==> src/hw/temp_monitor_pkg.sv <==
// Purpose: Shared constants and types for the temperature result and configuration block
// Assumes: Byte-level access from an external serial bus engine
// Notes: Limit registers live outside this block and arrive as plain inputs
package temp_monitor_pkg;
    // ****************************************
    // Register addresses
    // ****************************************
    localparam logic [7:0] addr_local_temperature_value = 8'h00;
    localparam logic [7:0] addr_remote_temperature_high_byte = 8'h01;
    localparam logic [7:0] addr_configuration_read_view = 8'h03;
    localparam logic [7:0] addr_configuration_write_view = 8'h09;
    localparam logic [7:0] addr_remote_temperature_low_byte = 8'h10;
    localparam int register_count = 22;
    // ****************************************
    // Reset values
    // ****************************************
    localparam logic [7:0] reset_result = 8'h00;
    localparam logic [7:0] reset_pointer = 8'h00;
    localparam logic [7:0] reset_configuration = 8'h00;
    localparam logic [7:0] unmapped_read_value = 8'h00;
    // ****************************************
    // Data format constants
    // ****************************************
    localparam logic [8:0] default_range_max = 9'h07F;
    localparam logic [8:0] extended_offset = 9'h040;
    localparam logic [8:0] extended_range_max = 9'h0FF;
    localparam int fraction_lsb = 6;
    localparam logic [5:0] fraction_pad = 6'h00;
    // ****************************************
    // Types
    // ****************************************
    typedef struct packed {
        logic alarm_mask_bit;
        logic standby;
        logic shared_pin_function;
        logic [1:0] reserved_hi;
        logic range_extended;
        logic [1:0] reserved_lo;
    } configuration_type;

    // Temperature in quarter degrees, two's complement
    typedef struct packed {
        logic remote;
        logic diode_short;
        logic diode_open;
        logic [10:0] temp_quarter;
    } conv_result_type;

    typedef struct packed {
        logic [7:0] local_high;
        logic [7:0] local_low;
        logic [7:0] remote_high;
        logic [7:0] remote_low;
    } limit_set_type;

    typedef enum logic {
        expect_pointer,
        expect_data
    } write_phase_type;
endpackage : temp_monitor_pkg

==> src/hw/temp_format.sv <==
// Purpose: Turns a signed quarter-degree result into a stored high byte and fraction byte
// Assumes: Input integer part in the 9 upper bits, fraction in the 2 lower bits
// Notes: Pure combinational; the caller registers the outputs
`timescale 1ns/1ps
module temp_format (
    input wire logic [10:0] temp_quarter,
    input wire logic range_extended,
    output logic [7:0] high_byte,
    output logic [7:0] low_byte
);
    import temp_monitor_pkg::*;

    logic signed [8:0] whole;
    logic signed [9:0] shifted;
    logic [1:0] frac;

    always_comb begin
        whole = $signed(temp_quarter[10:2]);
        frac = temp_quarter[1:0];
        shifted = 10'(whole) + (range_extended ? 10'(extended_offset) : 10'h000);
        // ****************************************
        // Clamp to the window of the active range
        // ****************************************
        if (shifted < 10'sh000) begin
            high_byte = 8'h00;
            frac = 2'h0;
        end else if (!range_extended && shifted > $signed({1'b0, default_range_max})) begin
            high_byte = default_range_max[7:0]; // RULE_06
            frac = 2'h0;
        end else if (shifted > $signed({1'b0, extended_range_max})) begin
            high_byte = extended_range_max[7:0]; // RULE_07
            frac = 2'h0;
        end else begin
            high_byte = shifted[7:0]; // RULE_07
        end
        // Quarter degrees in the top two bits
        low_byte = {frac, fraction_pad}; // RULE_01
    end
endmodule : temp_format

==> src/hw/temp_monitor_regs.sv <==
// Purpose: Result registers, pointer, configuration and alarm pin of a two-channel monitor
// Assumes: Serial engine hands over whole bytes; one clock with enable
// Notes: Limits are inputs; read data come one cycle after the request
//
// Overview of operation
// [RULE_01] Remote low byte holds quarter-degree fraction in bits 7 and 6.
// [RULE_02] Reading remote low byte locks remote high byte until high is read.
// [RULE_03] Configuration bit 2 picks default or extended measurement range.
// [RULE_04] New format applies from the next conversion after a range change.
// [RULE_05] Limits are never rewritten by a format change; host reprograms them.
// [RULE_06] Default range stores unsigned results clamped to 0..127.
// [RULE_07] Extended range stores temperature plus 64, clamped to the byte.
// [RULE_08] A shorted remote diode keeps the last good remote result.
// [RULE_09] First byte of each write loads the pointer; next byte hits that register.
// [RULE_10] Pointer resets to zero so an early read returns local temperature.
// [RULE_11] The three result registers are converter-written, host-read, reset to zero.
// [RULE_12] Configuration reads at 0x03, writes at 0x09, resets to zero.
// [RULE_13] Host leaves reserved configuration bits 0, 1, 3, 4 unwritten.
// [RULE_14] Bit 7 masks the limit alarm, ignored when pin is second overtemp.
// [RULE_15] Bit 6 set stops conversions; clear runs freely.
// [RULE_16] Standby keeps bus access and live alarm outputs.
// [RULE_17] Bit 5 selects limit alarm or second overtemp function for shared pin.
// [RULE_18] Device holds 22 byte-wide registers in total.
// [RULE_19] Result above high or at/below low limit, or diode fault, asserts alarm low.
// [RULE_20] As second overtemp, pin goes low when either result exceeds its high limit.
// [RULE_21] Converter alternates local and remote channels in normal mode.
// [RULE_22] The six low bits of the remote low byte always read zero.
`timescale 1ns/1ps
module temp_monitor_regs (
    input wire logic clock,
    input wire logic sys_rst,
    input wire logic ce,
    input wire logic bus_start,
    input wire logic bus_wr_valid,
    input wire logic [7:0] bus_wr_data,
    input wire logic bus_rd_req,
    output logic [7:0] bus_rd_data,
    output logic bus_rd_valid,
    input wire logic conv_done,
    input wire temp_monitor_pkg::conv_result_type conv_result,
    input wire temp_monitor_pkg::limit_set_type limits,
    output logic conv_run,
    output logic conv_remote_sel,
    output logic shared_pin_n
);
    import temp_monitor_pkg::*;

    // ****************************************
    // State
    // ****************************************
    write_phase_type phase;
    write_phase_type next_phase;
    logic [7:0] pointer;
    logic [7:0] next_pointer;
    configuration_type config_reg;
    configuration_type next_config_reg;
    logic [7:0] local_value;
    logic [7:0] next_local_value;
    logic [7:0] remote_high;
    logic [7:0] next_remote_high;
    logic [7:0] remote_low;
    logic [7:0] next_remote_low;
    logic high_locked;
    logic next_high_locked;
    logic diode_fault;
    logic next_diode_fault;
    logic [7:0] next_bus_rd_data;
    logic next_bus_rd_valid;
    logic next_conv_run;
    logic next_conv_remote_sel;
    logic next_shared_pin_n;
    logic [7:0] fmt_local_high;
    logic [7:0] fmt_remote_high;
    logic [7:0] fmt_remote_low;
    logic local_over;
    logic local_under;
    logic remote_over;
    logic remote_under;
    logic limit_alarm;

    // ****************************************
    // Formatting
    // ****************************************
    // Range bit is sampled at store time, so a change only shows on the next result
    temp_format local_fmt (
        .temp_quarter(conv_result.temp_quarter),
        .range_extended(config_reg.range_extended), // RULE_03
        .high_byte(fmt_local_high),
        .low_byte()
    );

    temp_format remote_fmt (
        .temp_quarter(conv_result.temp_quarter),
        .range_extended(config_reg.range_extended),
        .high_byte(fmt_remote_high),
        .low_byte(fmt_remote_low)
    );

    // ****************************************
    // Host side: pointer and configuration
    // ****************************************
    always_comb begin
        next_phase = phase;
        next_pointer = pointer;
        next_config_reg = config_reg;
        if (bus_start) begin
            next_phase = expect_pointer;
        end else if (bus_wr_valid) begin
            unique case (phase)
                expect_pointer: begin
                    next_pointer = bus_wr_data; // RULE_09
                    next_phase = expect_data;
                end
                expect_data: begin
                    // Result registers ignore host writes
                    if (pointer == addr_configuration_write_view) begin
                        next_config_reg = configuration_type'(bus_wr_data); // RULE_12
                        // Reserved bits kept at zero whatever the host sends
                        next_config_reg.reserved_hi = 2'h0; // RULE_13
                        next_config_reg.reserved_lo = 2'h0; // RULE_13
                    end
                end
            endcase
        end
    end

    always_ff @(posedge clock) begin
        if (sys_rst) begin
            phase <= expect_pointer;
            pointer <= reset_pointer; // RULE_10
            config_reg <= configuration_type'(reset_configuration); // RULE_12
        end else if (ce) begin
            phase <= next_phase;
            pointer <= next_pointer;
            config_reg <= next_config_reg;
        end
    end

    // ****************************************
    // Read path
    // ****************************************
    // Served in standby too; the bus never depends on the converter
    always_comb begin
        next_bus_rd_valid = bus_rd_req; // RULE_16
        next_bus_rd_data = bus_rd_data;
        next_high_locked = high_locked;
        if (bus_rd_req) begin
            unique case (pointer)
                addr_local_temperature_value: next_bus_rd_data = local_value;
                addr_remote_temperature_high_byte: begin
                    next_bus_rd_data = remote_high;
                    next_high_locked = 1'b0; // RULE_02
                end
                addr_configuration_read_view: next_bus_rd_data = config_reg; // RULE_12
                addr_remote_temperature_low_byte: begin
                    next_bus_rd_data = remote_low;
                    next_high_locked = 1'b1; // RULE_02
                end
                // Rest of the 22-register map sits outside this block
                default: next_bus_rd_data = unmapped_read_value; // RULE_18
            endcase
        end
    end

    always_ff @(posedge clock) begin
        if (sys_rst) begin
            bus_rd_valid <= 1'b0;
            bus_rd_data <= unmapped_read_value;
            high_locked <= 1'b0;
        end else if (ce) begin
            bus_rd_valid <= next_bus_rd_valid;
            bus_rd_data <= next_bus_rd_data;
            high_locked <= next_high_locked;
        end
    end

    // ****************************************
    // Converter side: result registers
    // ****************************************
    always_comb begin
        next_local_value = local_value;
        next_remote_high = remote_high;
        next_remote_low = remote_low;
        next_diode_fault = diode_fault;
        next_conv_run = !config_reg.standby; // RULE_15
        next_conv_remote_sel = conv_remote_sel;
        if (conv_done && conv_run) begin
            next_conv_remote_sel = !conv_remote_sel; // RULE_21
            if (!conv_result.remote) begin
                next_local_value = fmt_local_high; // RULE_04 RULE_11
            end else begin
                next_diode_fault = conv_result.diode_short || conv_result.diode_open;
                // Faulty result dropped, last good one stays visible
                if (!conv_result.diode_short && !conv_result.diode_open) begin // RULE_08
                    next_remote_low = fmt_remote_low; // RULE_01 RULE_22
                    if (!high_locked) begin
                        next_remote_high = fmt_remote_high; // RULE_02
                    end
                end
            end
        end
    end

    always_ff @(posedge clock) begin
        if (sys_rst) begin
            local_value <= reset_result; // RULE_11
            remote_high <= reset_result; // RULE_11
            remote_low <= reset_result; // RULE_11
            diode_fault <= 1'b0;
            conv_run <= 1'b1;
            conv_remote_sel <= 1'b0;
        end else if (ce) begin
            local_value <= next_local_value;
            remote_high <= next_remote_high;
            remote_low <= next_remote_low;
            diode_fault <= next_diode_fault;
            conv_run <= next_conv_run;
            conv_remote_sel <= next_conv_remote_sel;
        end
    end

    // ****************************************
    // Shared alarm pin
    // ****************************************
    // Limits compared as stored bytes; host keeps them in the active format
    always_comb begin
        local_over = local_value > limits.local_high; // RULE_05
        local_under = local_value <= limits.local_low;
        remote_over = remote_high > limits.remote_high;
        remote_under = remote_high <= limits.remote_low;
        limit_alarm = local_over || local_under || remote_over || remote_under || diode_fault; // RULE_19
        if (config_reg.shared_pin_function) begin // RULE_17
            next_shared_pin_n = !(local_over || remote_over); // RULE_20 RULE_14
        end else begin
            next_shared_pin_n = !(limit_alarm && !config_reg.alarm_mask_bit); // RULE_14 RULE_16
        end
    end

    always_ff @(posedge clock) begin
        if (sys_rst) begin
            shared_pin_n <= 1'b1;
        end else if (ce) begin
            shared_pin_n <= next_shared_pin_n;
        end
    end
endmodule : temp_monitor_regs

==> config.mk <==
export PLATFORM = sky130hd
export DESIGN_NAME = temp_monitor_regs
export DESIGN_NICKNAME = d
export VERILOG_FILES = /design/src/hw/temp_monitor_pkg.sv /design/src/hw/temp_format.sv /design/src/hw/temp_monitor_regs.sv
export SDC_FILE = /design/constraint.sdc
export NUM_CORES = 1
export LEC_CHECK = 0
export CORE_MARGIN = 2
export CORE_UTILIZATION = 60
export CTS_BUF_LIST = sky130_fd_sc_hd__clkbuf_8
export DETAILED_ROUTE_END_ITERATION = 8
export DONT_BUFFER_PORTS = 1
export PLACE_DENSITY_LB_ADDON = 0.2
export SYNTH_ARGS = -nofsm -noshare
export SYNTH_HDL_FRONTEND = slang
export SYNTH_SLANG_ARGS = --single-unit
==> constraint.sdc <==
create_clock -name clock -period 2.71 [get_ports clock]
set_clock_uncertainty 0.05 [all_clocks]
set_input_delay 0.813 -clock clock [delete_from_list [all_inputs] [get_ports clock]]
set_output_delay 0.813 -clock clock [all_outputs]
set_load 0.01 [all_outputs]
==> results of run 1 <==
-- worst reg2reg max path: cells and delay by family (launching register included) --
family                   cells  cell delay [ps]
XOR/XNOR                     1              160
multiplexers                 1              140
adder cells (fa/ha/maj)      2              410
AO/OA/AOI/OAI                2              540
flip-flops                   1              380
AND/OR/NAND/NOR              2              350
-- how the worst min path moves through the flow --
stage	startpoint	to	slack [ps]	depth (start not counted)
after global routing	local_value[0]	local_value[0]	440	2
after CTS	local_value[0]	local_value[0]	400	2
after detailed placement	local_value[0]	local_value[0]	390	2
after global placement	local_value[0]	local_value[0]	390	2
after floorplan	diode_fault	diode_fault	380	2
final	local_value[0]	local_value[0]	410	2
-- cell usage after synthesis --
cell type  instances  area share, %
nor3_2             1           0.36
nor2_4             1           0.41
a31oi_1            2           0.46
nor2b_1            6            1.4
or2_2              2           0.46
a21boi_0           1           0.27
ha_1              34             15
nand3_1            6            1.1
xor2_1             2           0.64
nand2_1           24            3.3
o21a_1             7            1.9
inv_1             33            4.5
mux2_2             3            1.2
nor4_2             1           0.46
a21o_1             1           0.27
nor2_1            36            4.9
a211oi_1           2           0.55
nand3b_1           2           0.55
nor2_2             1           0.23
o22ai_1            2           0.46
nor3_1             2           0.36
or4b_1             1           0.36
nand2b_1           3           0.68
o22a_1             1           0.32
a21oi_2            1           0.32
and4bb_2           1           0.46
clkbuf_1           8            1.1
dfxtp_1           45             33
or3b_4             1           0.41
mux2i_1           23            8.4
or3_1              1           0.23
o32ai_1            1           0.32
buf_4              1           0.27
o31ai_1            1           0.27
buf_2              3           0.55
nand4_1           11            2.5
o211ai_1           4            1.1
a22oi_1            8            2.2
a22o_1             3           0.96
a21oi_1           28            5.1
o21ai_0           13            2.4
-- layout by cell type (no fill, tap or decap), drive strengths merged, types with 2 or more instances in the layout --
cell	count
a211oi	2
a21oi	29
a22o	3
a22oi	8
a31oi	2
clkbuf	5
dfxtp	45
ha	34
inv	33
mux2	3
mux2i	23
nand2	24
nand2b	3
nand3	6
nand3b	2
nand4	11
nor2	38
nor2b	6
nor3	3
o211ai	4
o21a	7
o21ai	13
o22ai	2
or2	2
xor2	2
-- cell type report --
type | count | area (um^2)
clock inverter | 1 | 5.00
clock buffer | 5 | 68.8
inverter | 33 | 124
sequential | 45 | 901
fill | 390 | 1550
multi-input combinational | 237 | 1670
timing repair buffer | 1 | 7.51
tap | 52 | 65.1
-- layer usage --
metal / part of all wire, % / wire length, um
met4: 1.3 / 76
met2: 47 / 2680
met1: 47 / 2700
met5: 0 / 0
met3: 4.8 / 277
-- power by group --
| part | switching (mW) | total, mW | internal, mW | leakage, nW |
|---|---|---|---|---|
| combinational | 0.0703 | 0.129 | 0.0587 | 0.813 |
| clock | 0.210 | 0.380 | 0.170 | 0.0399 |
| sequential | 0.0179 | 0.694 | 0.676 | 0.365 |
| total | 0.298 | 1.20 | 0.904 | 1.22 |
-- logic make-up (layout without fill, tap and decap cells) --
family,Yosys count,in the layout,synth area share [%]
AO/OA/AOI/OAI,75,75,16.9
XOR/XNOR,2,2,0.638
adder cells (fa/ha/maj),34,34,15.5
buffers and inverters,45,40,6.43
flip-flops,45,45,32.8
multiplexers,26,26,9.62
AND/OR/NAND/NOR,100,100,18.1
==> impl_metrics.csv, run 1 <==
group,metric,value,unit
setup_path,crit_family,"compound AO/OA/AOI/OAI gates",
synthesis,syn_area,0.00275,mm^2
timing,grt_setup_unrepaired,"no",
timing,hold_ws,407,ps
synthesis,seq_area_frac_synth,32.8,%
placed_design,place_hpwl,4550,um
layout,num_antenna_cells,0,
die,core_area,0.00438,mm^2
setup_path,endpoint_kind,"flop",
setup_path,cpMostUsedCell,"ha_1",
outcome,outcome,"complete, no violations",
setup_path,startpoint_type,"input pin",
pwr,p_per_area,423,mW/mm^2
clock_network,clk_pin_slew,80,ps
synthesis,yosysWarnings,0,
setup_path,cp_num_buf_inv,0,
placed_design,place_area,0.00277,mm^2
clock_network,clock_path_buffers,2,
setup_path,arrival,2390,ps
global_route,gr-usage-met3,5.06,%
die,dieWidth,71.6,um
clock_network,postCtsSetupBuffers,0,
clock_network,holdBufCountCts,0,
placed_design,gp_congestion,0.883,
global_route,grt_antenna_before_repair,0,
timing,setup_viol,0,
hold_path,hp-class,"reg -> reg",
clock_network,htreeDepth,2,
layout,fin_util,64.8,%
layout,fin_cells,374,
layout,drive_above_1_share,5.90,%
setup_path,crit_required,2860,ps
drt,postRouteAntennaNets,0,
drt,drt-vias-per-instance,5.92,
die,pin_count,73,
setup_path,r2r_start,"config_reg[2]",
pwr,ir_drop,0.326,mV
timing,tightest_slew,578,ps
synthesis,ys_ff_latch,45,
global_route,grt_max_degree,46,
layout,areaGrowthSynthToFinish,3.42,%
global_route,grt_first_pass_wirelength,9810,um
timing,final.period_utilization,82.8,%
die,rows,24,
clock_network,clkLatencyLatePin,300,ps
synthesis,syn_nets,422,
global_route,top_usage_layer,"met2",
synthesis,postSynthCellCount,327,
synthesis,syn_area_per_cell,8.39,um^2
clock_network,cts_sinks,45,
global_route,use_met1,33.8,%
die,die-area,0.00513,mm^2
timing,slew_headroom,61.3,%
setup_path,critical_path_depth,8,
setup_path,r2r-end,"remote_high[0]",
placed_design,placed_cells,368,
global_route,grt_pass1_vias,2100,
placed_design,port_buffers,0,
run,maxCapViolCount,0,
drt,drt_pass1_iterations,4,
setup_path,endpoint,"remote_high[0]",
drt,wl_per_cell,15.3,um
pwr,total_power,1.20,mW
timing,max_freq,446,MHz
global_route,grt.total_usage,24.5,%
drt,drt_iter0_drc,107,
synthesis,yosysUniqueCellTypes,41,
timing,setup_slack,467,ps
clock_network,postCtsResizedCells,0,
setup_path,r2r_cells,8,
setup_path,critPathMaxStageDelay,330,ps
clock_network,cts_root_buf,"clkbuf_8",
drt,detail_route.drc_violations,0,
layout,fin_nets,418,
setup_path,crit_start,"conv_result[8]",
global_route,gr-total-overflow,0,
setup_path,criticalPathCategory,"in -> reg",
clock_network,numCtsBuffers,5,
setup_path,crit_path_cell_trace,"ha_1 -> ha_1 -> xor2_1 -> or2_2 -> a22o_1 -> o21a_1 -> mux2i_1 -> nor2_1",
layout,fin_area,0.00284,mm^2
timing,setup-tns-final,0,ps
global_route,met2_usage,38.8,%
drt,vias,2213,
setup_path,path_max_fanout,7,
timing,hold_viol_final,0,
timing,slew_violations,0,
clock_network,cts_tree,"done",
die,start_util,62.6,%
die,die_h,71.6,um
placed_design,pre_cts_slack,152,ps
drt,routed_wl,5730,um
timing,finalCriticalPeriod,2240,ps
pwr,p_leak,1.22,nW
setup_path,slowest_stage,"a22o_1",
setup_path,rrSetupSlack,580,ps
Power figures use the tool's default switching activity.
==> inputs of run 2 (changes only) <==
- clock period: 2.71 -> 2.33 ns (I/O delays scaled with it)
==> run 2 against run 1 <==
Hold slack improved by 2.0 ps. Total power grew 19%. Final cell count rose by 1.6%. Sequential cell count unchanged. Die area did not move. Non-clock buffer count increased by 4. Register-to-register slack worse by 210 ps. Global-route usage is 1.4 points higher. Via count rose by 5.2%. Core utilization grew 1.1 points. Routed wire length up 11%. Design area grew 1.8%. Critical path type unchanged. Critical endpoint is now remote_high[1]. Largest power group unchanged.
==> impl_metrics.csv, run 2 (synthesis results as in run 1) <==
group,metric,value,unit
drt,detail_route.drc_violations,0,
setup_path,arrival,2170,ps
timing,slew_headroom,63.2,%
setup_path,path_max_fanout,7,
layout,most-common-layout-cells,"dfxtp_1, nor2_1, inv_1, ha_1, a21oi_1",
die,die_h,71.6,um
die,start_util,62.6,%
timing,hold_viol_final,0,
outcome,outcome,"complete, no violations",
hold_path,hp-class,"in -> reg",
drt,routed_wl,6350,um
setup_path,startpoint_type,"input pin",
clock_network,cts_sinks,45,
timing,tightest_slew,552,ps
timing,final.period_utilization,86.7,%
clock_network,htreeDepth,2,
drt,drt-vias-per-instance,6.13,
die,die-area,0.00513,mm^2
setup_path,rrSetupSlack,370,ps
drt,postRouteAntennaNets,0,
global_route,grt_max_degree,46,
placed_design,gp_congestion,0.933,
layout,final_common_cell,"dfxtp_1",
die,dieWidth,71.6,um
drt,drt_pass1_iterations,4,
die,rows,24,
setup_path,r2r_cells,8,
layout,n_fill_cell,387,
placed_design,place_hpwl,4970,um
timing,setup-tns-final,0,ps
placed_design,port_buffers,0,
timing,slew_violations,0,
clock_network,clock_path_buffers,2,
setup_path,endpoint,"remote_high[1]",
drt,vias,2329,
drt,drt_iter0_drc,129,
layout,num_antenna_cells,0,
clock_network,postCtsResizedCells,0,
global_route,grt.total_usage,25.9,%
drt,wl_per_cell,16.7,um
layout,drive_above_1_share,7.62,%
hold_path,hold_depth,1,
global_route,grt_pass1_vias,2265,
die,core_area,0.00438,mm^2
global_route,grt_first_pass_wirelength,10300,um
clock_network,holdBufCountCts,0,
timing,max_freq,495,MHz
timing,hold_ws,409,ps
setup_path,crit_start,"conv_result[8]",
clock_network,numCtsBuffers,5,
setup_path,r2r_start,"config_reg[2]",
timing,setup_viol,0,
global_route,grt_antenna_before_repair,0,
timing,setup_slack,310,ps
setup_path,r2r-end,"remote_high[1]",
timing,grt_setup_unrepaired,"no",
layout,fin_nets,422,
setup_path,endpoint_kind,"flop",
placed_design,place_area,0.00281,mm^2
clock_network,cts_root_buf,"clkbuf_8",
pwr,total_power,1.44,mW
layout,fin_area,0.00289,mm^2
pwr,p_per_area,497,mW/mm^2
clock_network,postCtsSetupBuffers,0,
layout,areaGrowthSynthToFinish,5.24,%
pwr,p_leak,1.25,nW
run,maxCapViolCount,0,
clock_network,cts_tree,"done",
die,pin_count,73,
setup_path,criticalPathCategory,"in -> reg",
clock_network,clkLatencyLatePin,300,ps
setup_path,crit_required,2480,ps
clock_network,clk_pin_slew,80,ps
global_route,gr-total-overflow,0,
timing,finalCriticalPeriod,2020,ps
placed_design,pre_cts_slack,-20.4,ps
pwr,ir_drop,0.351,mV
-- run 2: critical path, cell delays in order --
cell and delay (ps):
ha_1 190, ha_1 190, xor2_1 150, or2_4 250, a22o_4 300, o21a_1 190
mux2i_1 150, nor2_1 60
-- run 2: layout make-up --
| cell class | instances | area, um^2 | share of cell area (%) |
|---|---|---|---|
| flip-flops and latches | 45 | 901 | 31.2 |
| clock inverters | 3 | 13.8 | 0.476 |
| clock buffers | 5 | 68.8 | 2.38 |
| well taps | 52 | 65.1 | 2.25 |
| multi-input cells | 237 | 1680 | 58.1 |
| repair buffers | 5 | 37.5 | 1.30 |
| inverters | 33 | 124 | 4.29 |
-- run 2: worst min path at each step --
stage,startpoint,to
floorplan,diode_fault,diode_fault
global placement,local_value[0],local_value[0]
detailed placement,local_value[0],local_value[0]
CTS,sys_rst,local_value[1]
global route,sys_rst,high_locked
finish,sys_rst,pointer[2]
-- run 2: metal layers --
metal / part of all wire, % / global-route usage, % / vias up
met5: 0 / 0 / -
li1: - / - / 1153
met4: 1.7 / 8.39 / 0
met2: 49 / 44.4 / 85
met3: 6.0 / 6.33 / 11
met1: 43 / 31.8 / 1080
-- run 2: stage by stage --
stage / instances / util [%]
2_1_floorplan: 327 / -
3_3_place_gp: 372 / 64.0
3_5_place_dp: 372 / 64.0
4_1_cts: 380 / 65.9
5_1_grt: 380 / 65.9
6_report: 380 / 65.9
-- run 2: power breakdown --
part	internal [mW]	leakage (nW)	switching, mW
logic	0.0738	0.835	0.0871
clock network	0.204	0.0491	0.265
registers	0.786	0.365	0.0208
total	1.06	1.25	0.373
==> inputs of run 3 (changes only) <==
--- a/config.mk
+++ b/config.mk
@@ -12,4 +12,5 @@
 export DONT_BUFFER_PORTS = 1
 export PLACE_DENSITY_LB_ADDON = 0.2
+export RECOVER_POWER = 25
 export SYNTH_ARGS = -nofsm -noshare
 export SYNTH_HDL_FRONTEND = slang
==> constraint.sdc (replaced) <==
create_clock -name clock -period 2.33 [get_ports clock]
set_clock_uncertainty 0.05 [all_clocks]
set_input_delay 0.233 -clock clock [delete_from_list [all_inputs] [get_ports clock]]
set_output_delay 0.233 -clock clock [all_outputs]
set_load 0.01 [all_outputs]
==> run 3 against run 2 <==
Sequential share of layout area barely moved. Die area did not move. Routed wire length fell by 3.9%. Combinational power rose by 6%. Global-route usage fell by 0.80 points. Via count fell by 3.4%. Worst setup slack got worse by 57 ps. Sequential cell count did not move. Total power fell by 0.97%. Clock power fell by 4.7%. Largest power group unchanged.
==> impl_metrics.csv, run 3 (synthesis results as in run 1) <==
group,metric,value,unit
outcome,outcome,"complete, no violations",
die,start_util,62.6,%
global_route,grt_pass1_vias,2198,
clock_network,postCtsResizedCells,0,
clock_network,clk_pin_slew,80,ps
layout,most-common-layout-cells,"dfxtp_1, inv_1, nor2_1, ha_1, a21oi_1",
pwr,p_leak,1.25,nW
global_route,grt_first_pass_wirelength,10100,um
timing,max_freq,481,MHz
drt,wl_per_cell,16.1,um
placed_design,place_area,0.00277,mm^2
setup_path,r2r-end,"remote_high[0]",
setup_path,criticalPathCategory,"reg -> reg",
layout,fin_cells,380,
pwr,ir_drop,0.394,mV
global_route,top_usage_layer,"met2",
clock_network,numCtsBuffers,5,
setup_path,startpoint_type,"flop",
placed_design,gp_congestion,0.873,
run,maxCapViolCount,0,
setup_path,crit_required,2470,ps
global_route,grt.total_usage,25.1,%
timing,slew_violations,0,
pwr,p_per_area,492,mW/mm^2
setup_path,path_max_fanout,7,
die,core_area,0.00438,mm^2
layout,n_fill_cell,387,
global_route,met2_usage,40.6,%
clock_network,cts_sinks,45,
global_route,gr-usage-met3,5.91,%
layout,areaGrowthSynthToFinish,5.38,%
timing,setup_viol,0,
timing,grt_setup_unrepaired,"no",
hold_path,min_to,"remote_low[7]",
clock_network,htreeDepth,2,
timing,setup-tns-final,0,ps
timing,final.period_utilization,89.2,%
clock_network,cts_root_buf,"clkbuf_8",
die,dieWidth,71.6,um
layout,num_antenna_cells,0,
layout,drive_above_1_share,6.10,%
global_route,grt_max_degree,42,
drt,drt_iter0_drc,153,
placed_design,port_buffers,0,
layout,fin_nets,422,
die,die_h,71.6,um
die,pin_count,73,
layout,final_common_cell,"dfxtp_1",
placed_design,pre_cts_slack,268,ps
timing,finalCriticalPeriod,2080,ps
global_route,use_met1,33.0,%
setup_path,endpoint_kind,"flop",
timing,setup_slack,253,ps
timing,hold_viol_final,0,
global_route,grt_antenna_before_repair,0,
die,die-area,0.00513,mm^2
clock_network,holdBufCountCts,3,
setup_path,r2r_start,"config_reg[2]",
hold_path,hp-class,"in -> reg",
drt,detail_route.drc_violations,0,
drt,routed_wl,6100,um
clock_network,clock_path_buffers,2,
setup_path,arrival,2220,ps
die,rows,24,
drt,drt-vias-per-instance,5.92,
drt,postRouteAntennaNets,0,
clock_network,cts_tree,"done",
setup_path,r2r_cells,8,
timing,hold_ws,13.3,ps
drt,vias,2250,
hold_path,hold_depth,1,
placed_design,place_hpwl,4730,um
timing,slew_headroom,62.5,%
drt,drt_pass1_iterations,4,
layout,fin_util,66.0,%
timing,tightest_slew,560,ps
hold_path,min-delay-start,"conv_result[1]",
clock_network,clkLatencyLatePin,290,ps
global_route,gr-total-overflow,0,
placed_design,placed_cells,369,
setup_path,rrSetupSlack,250,ps
clock_network,postCtsSetupBuffers,0,
layout,fin_area,0.00289,mm^2
pwr,total_power,1.42,mW
run 3: cell types whose count changed in the layout (fill, tap and decap cells not counted), sizes merged:
cell	previous run	this run
clkinv	2	0
buf	5	3
inv	34	36
dlygate4sd3	0	2
run 3: routing by layer:
layer,vias to the layer above,share of wire [%]
met1,1018,46
met4,0,1.2
met3,9,5.9
li1,1154,-
met2,69,47
met5,-,0
run 3: area by class of cell:
cell class / instances / area, um^2 / share of cell area, %
Sequential cell: 45 / 901 / 31.1
Timing Repair Buffer: 5 / 55.1 / 1.90
Multi-Input combinational cell: 237 / 1670 / 57.7
Tap cell: 52 / 65.1 / 2.25
Clock buffer: 5 / 68.8 / 2.38
Inverter: 33 / 124 / 4.28
Clock inverter: 3 / 11.3 / 0.389
run 3: report_power, final:
group	switching [mW]	internal (mW)
Combinational	0.0954	0.0742
Sequential	0.0209	0.786
Clock	0.245	0.200
run 3: worst max-delay path, cell delays in order (launching register included):
cell and delay (ps):
dfxtp_1 320, ha_1 190, ha_1 190, xor2_1 160
or2_2 300, a22o_1 330, o21a_1 210, mux2i_1 170
nor2_1 50
run 3: worst max-delay path by stage:
stage / start / to / slack [ps] / cells past startpoint
3_3_place_gp: config_reg[2] / remote_high[3] / 360 / 8
6_report: config_reg[2] / remote_high[0] / 250 / 8
5_1_grt: config_reg[2] / remote_high[0] / 140 / 8
2_1_floorplan: config_reg[2] / remote_high[6] / 360 / 8
4_1_cts: config_reg[2] / remote_high[0] / 270 / 8
3_5_place_dp: config_reg[2] / remote_high[0] / 270 / 8
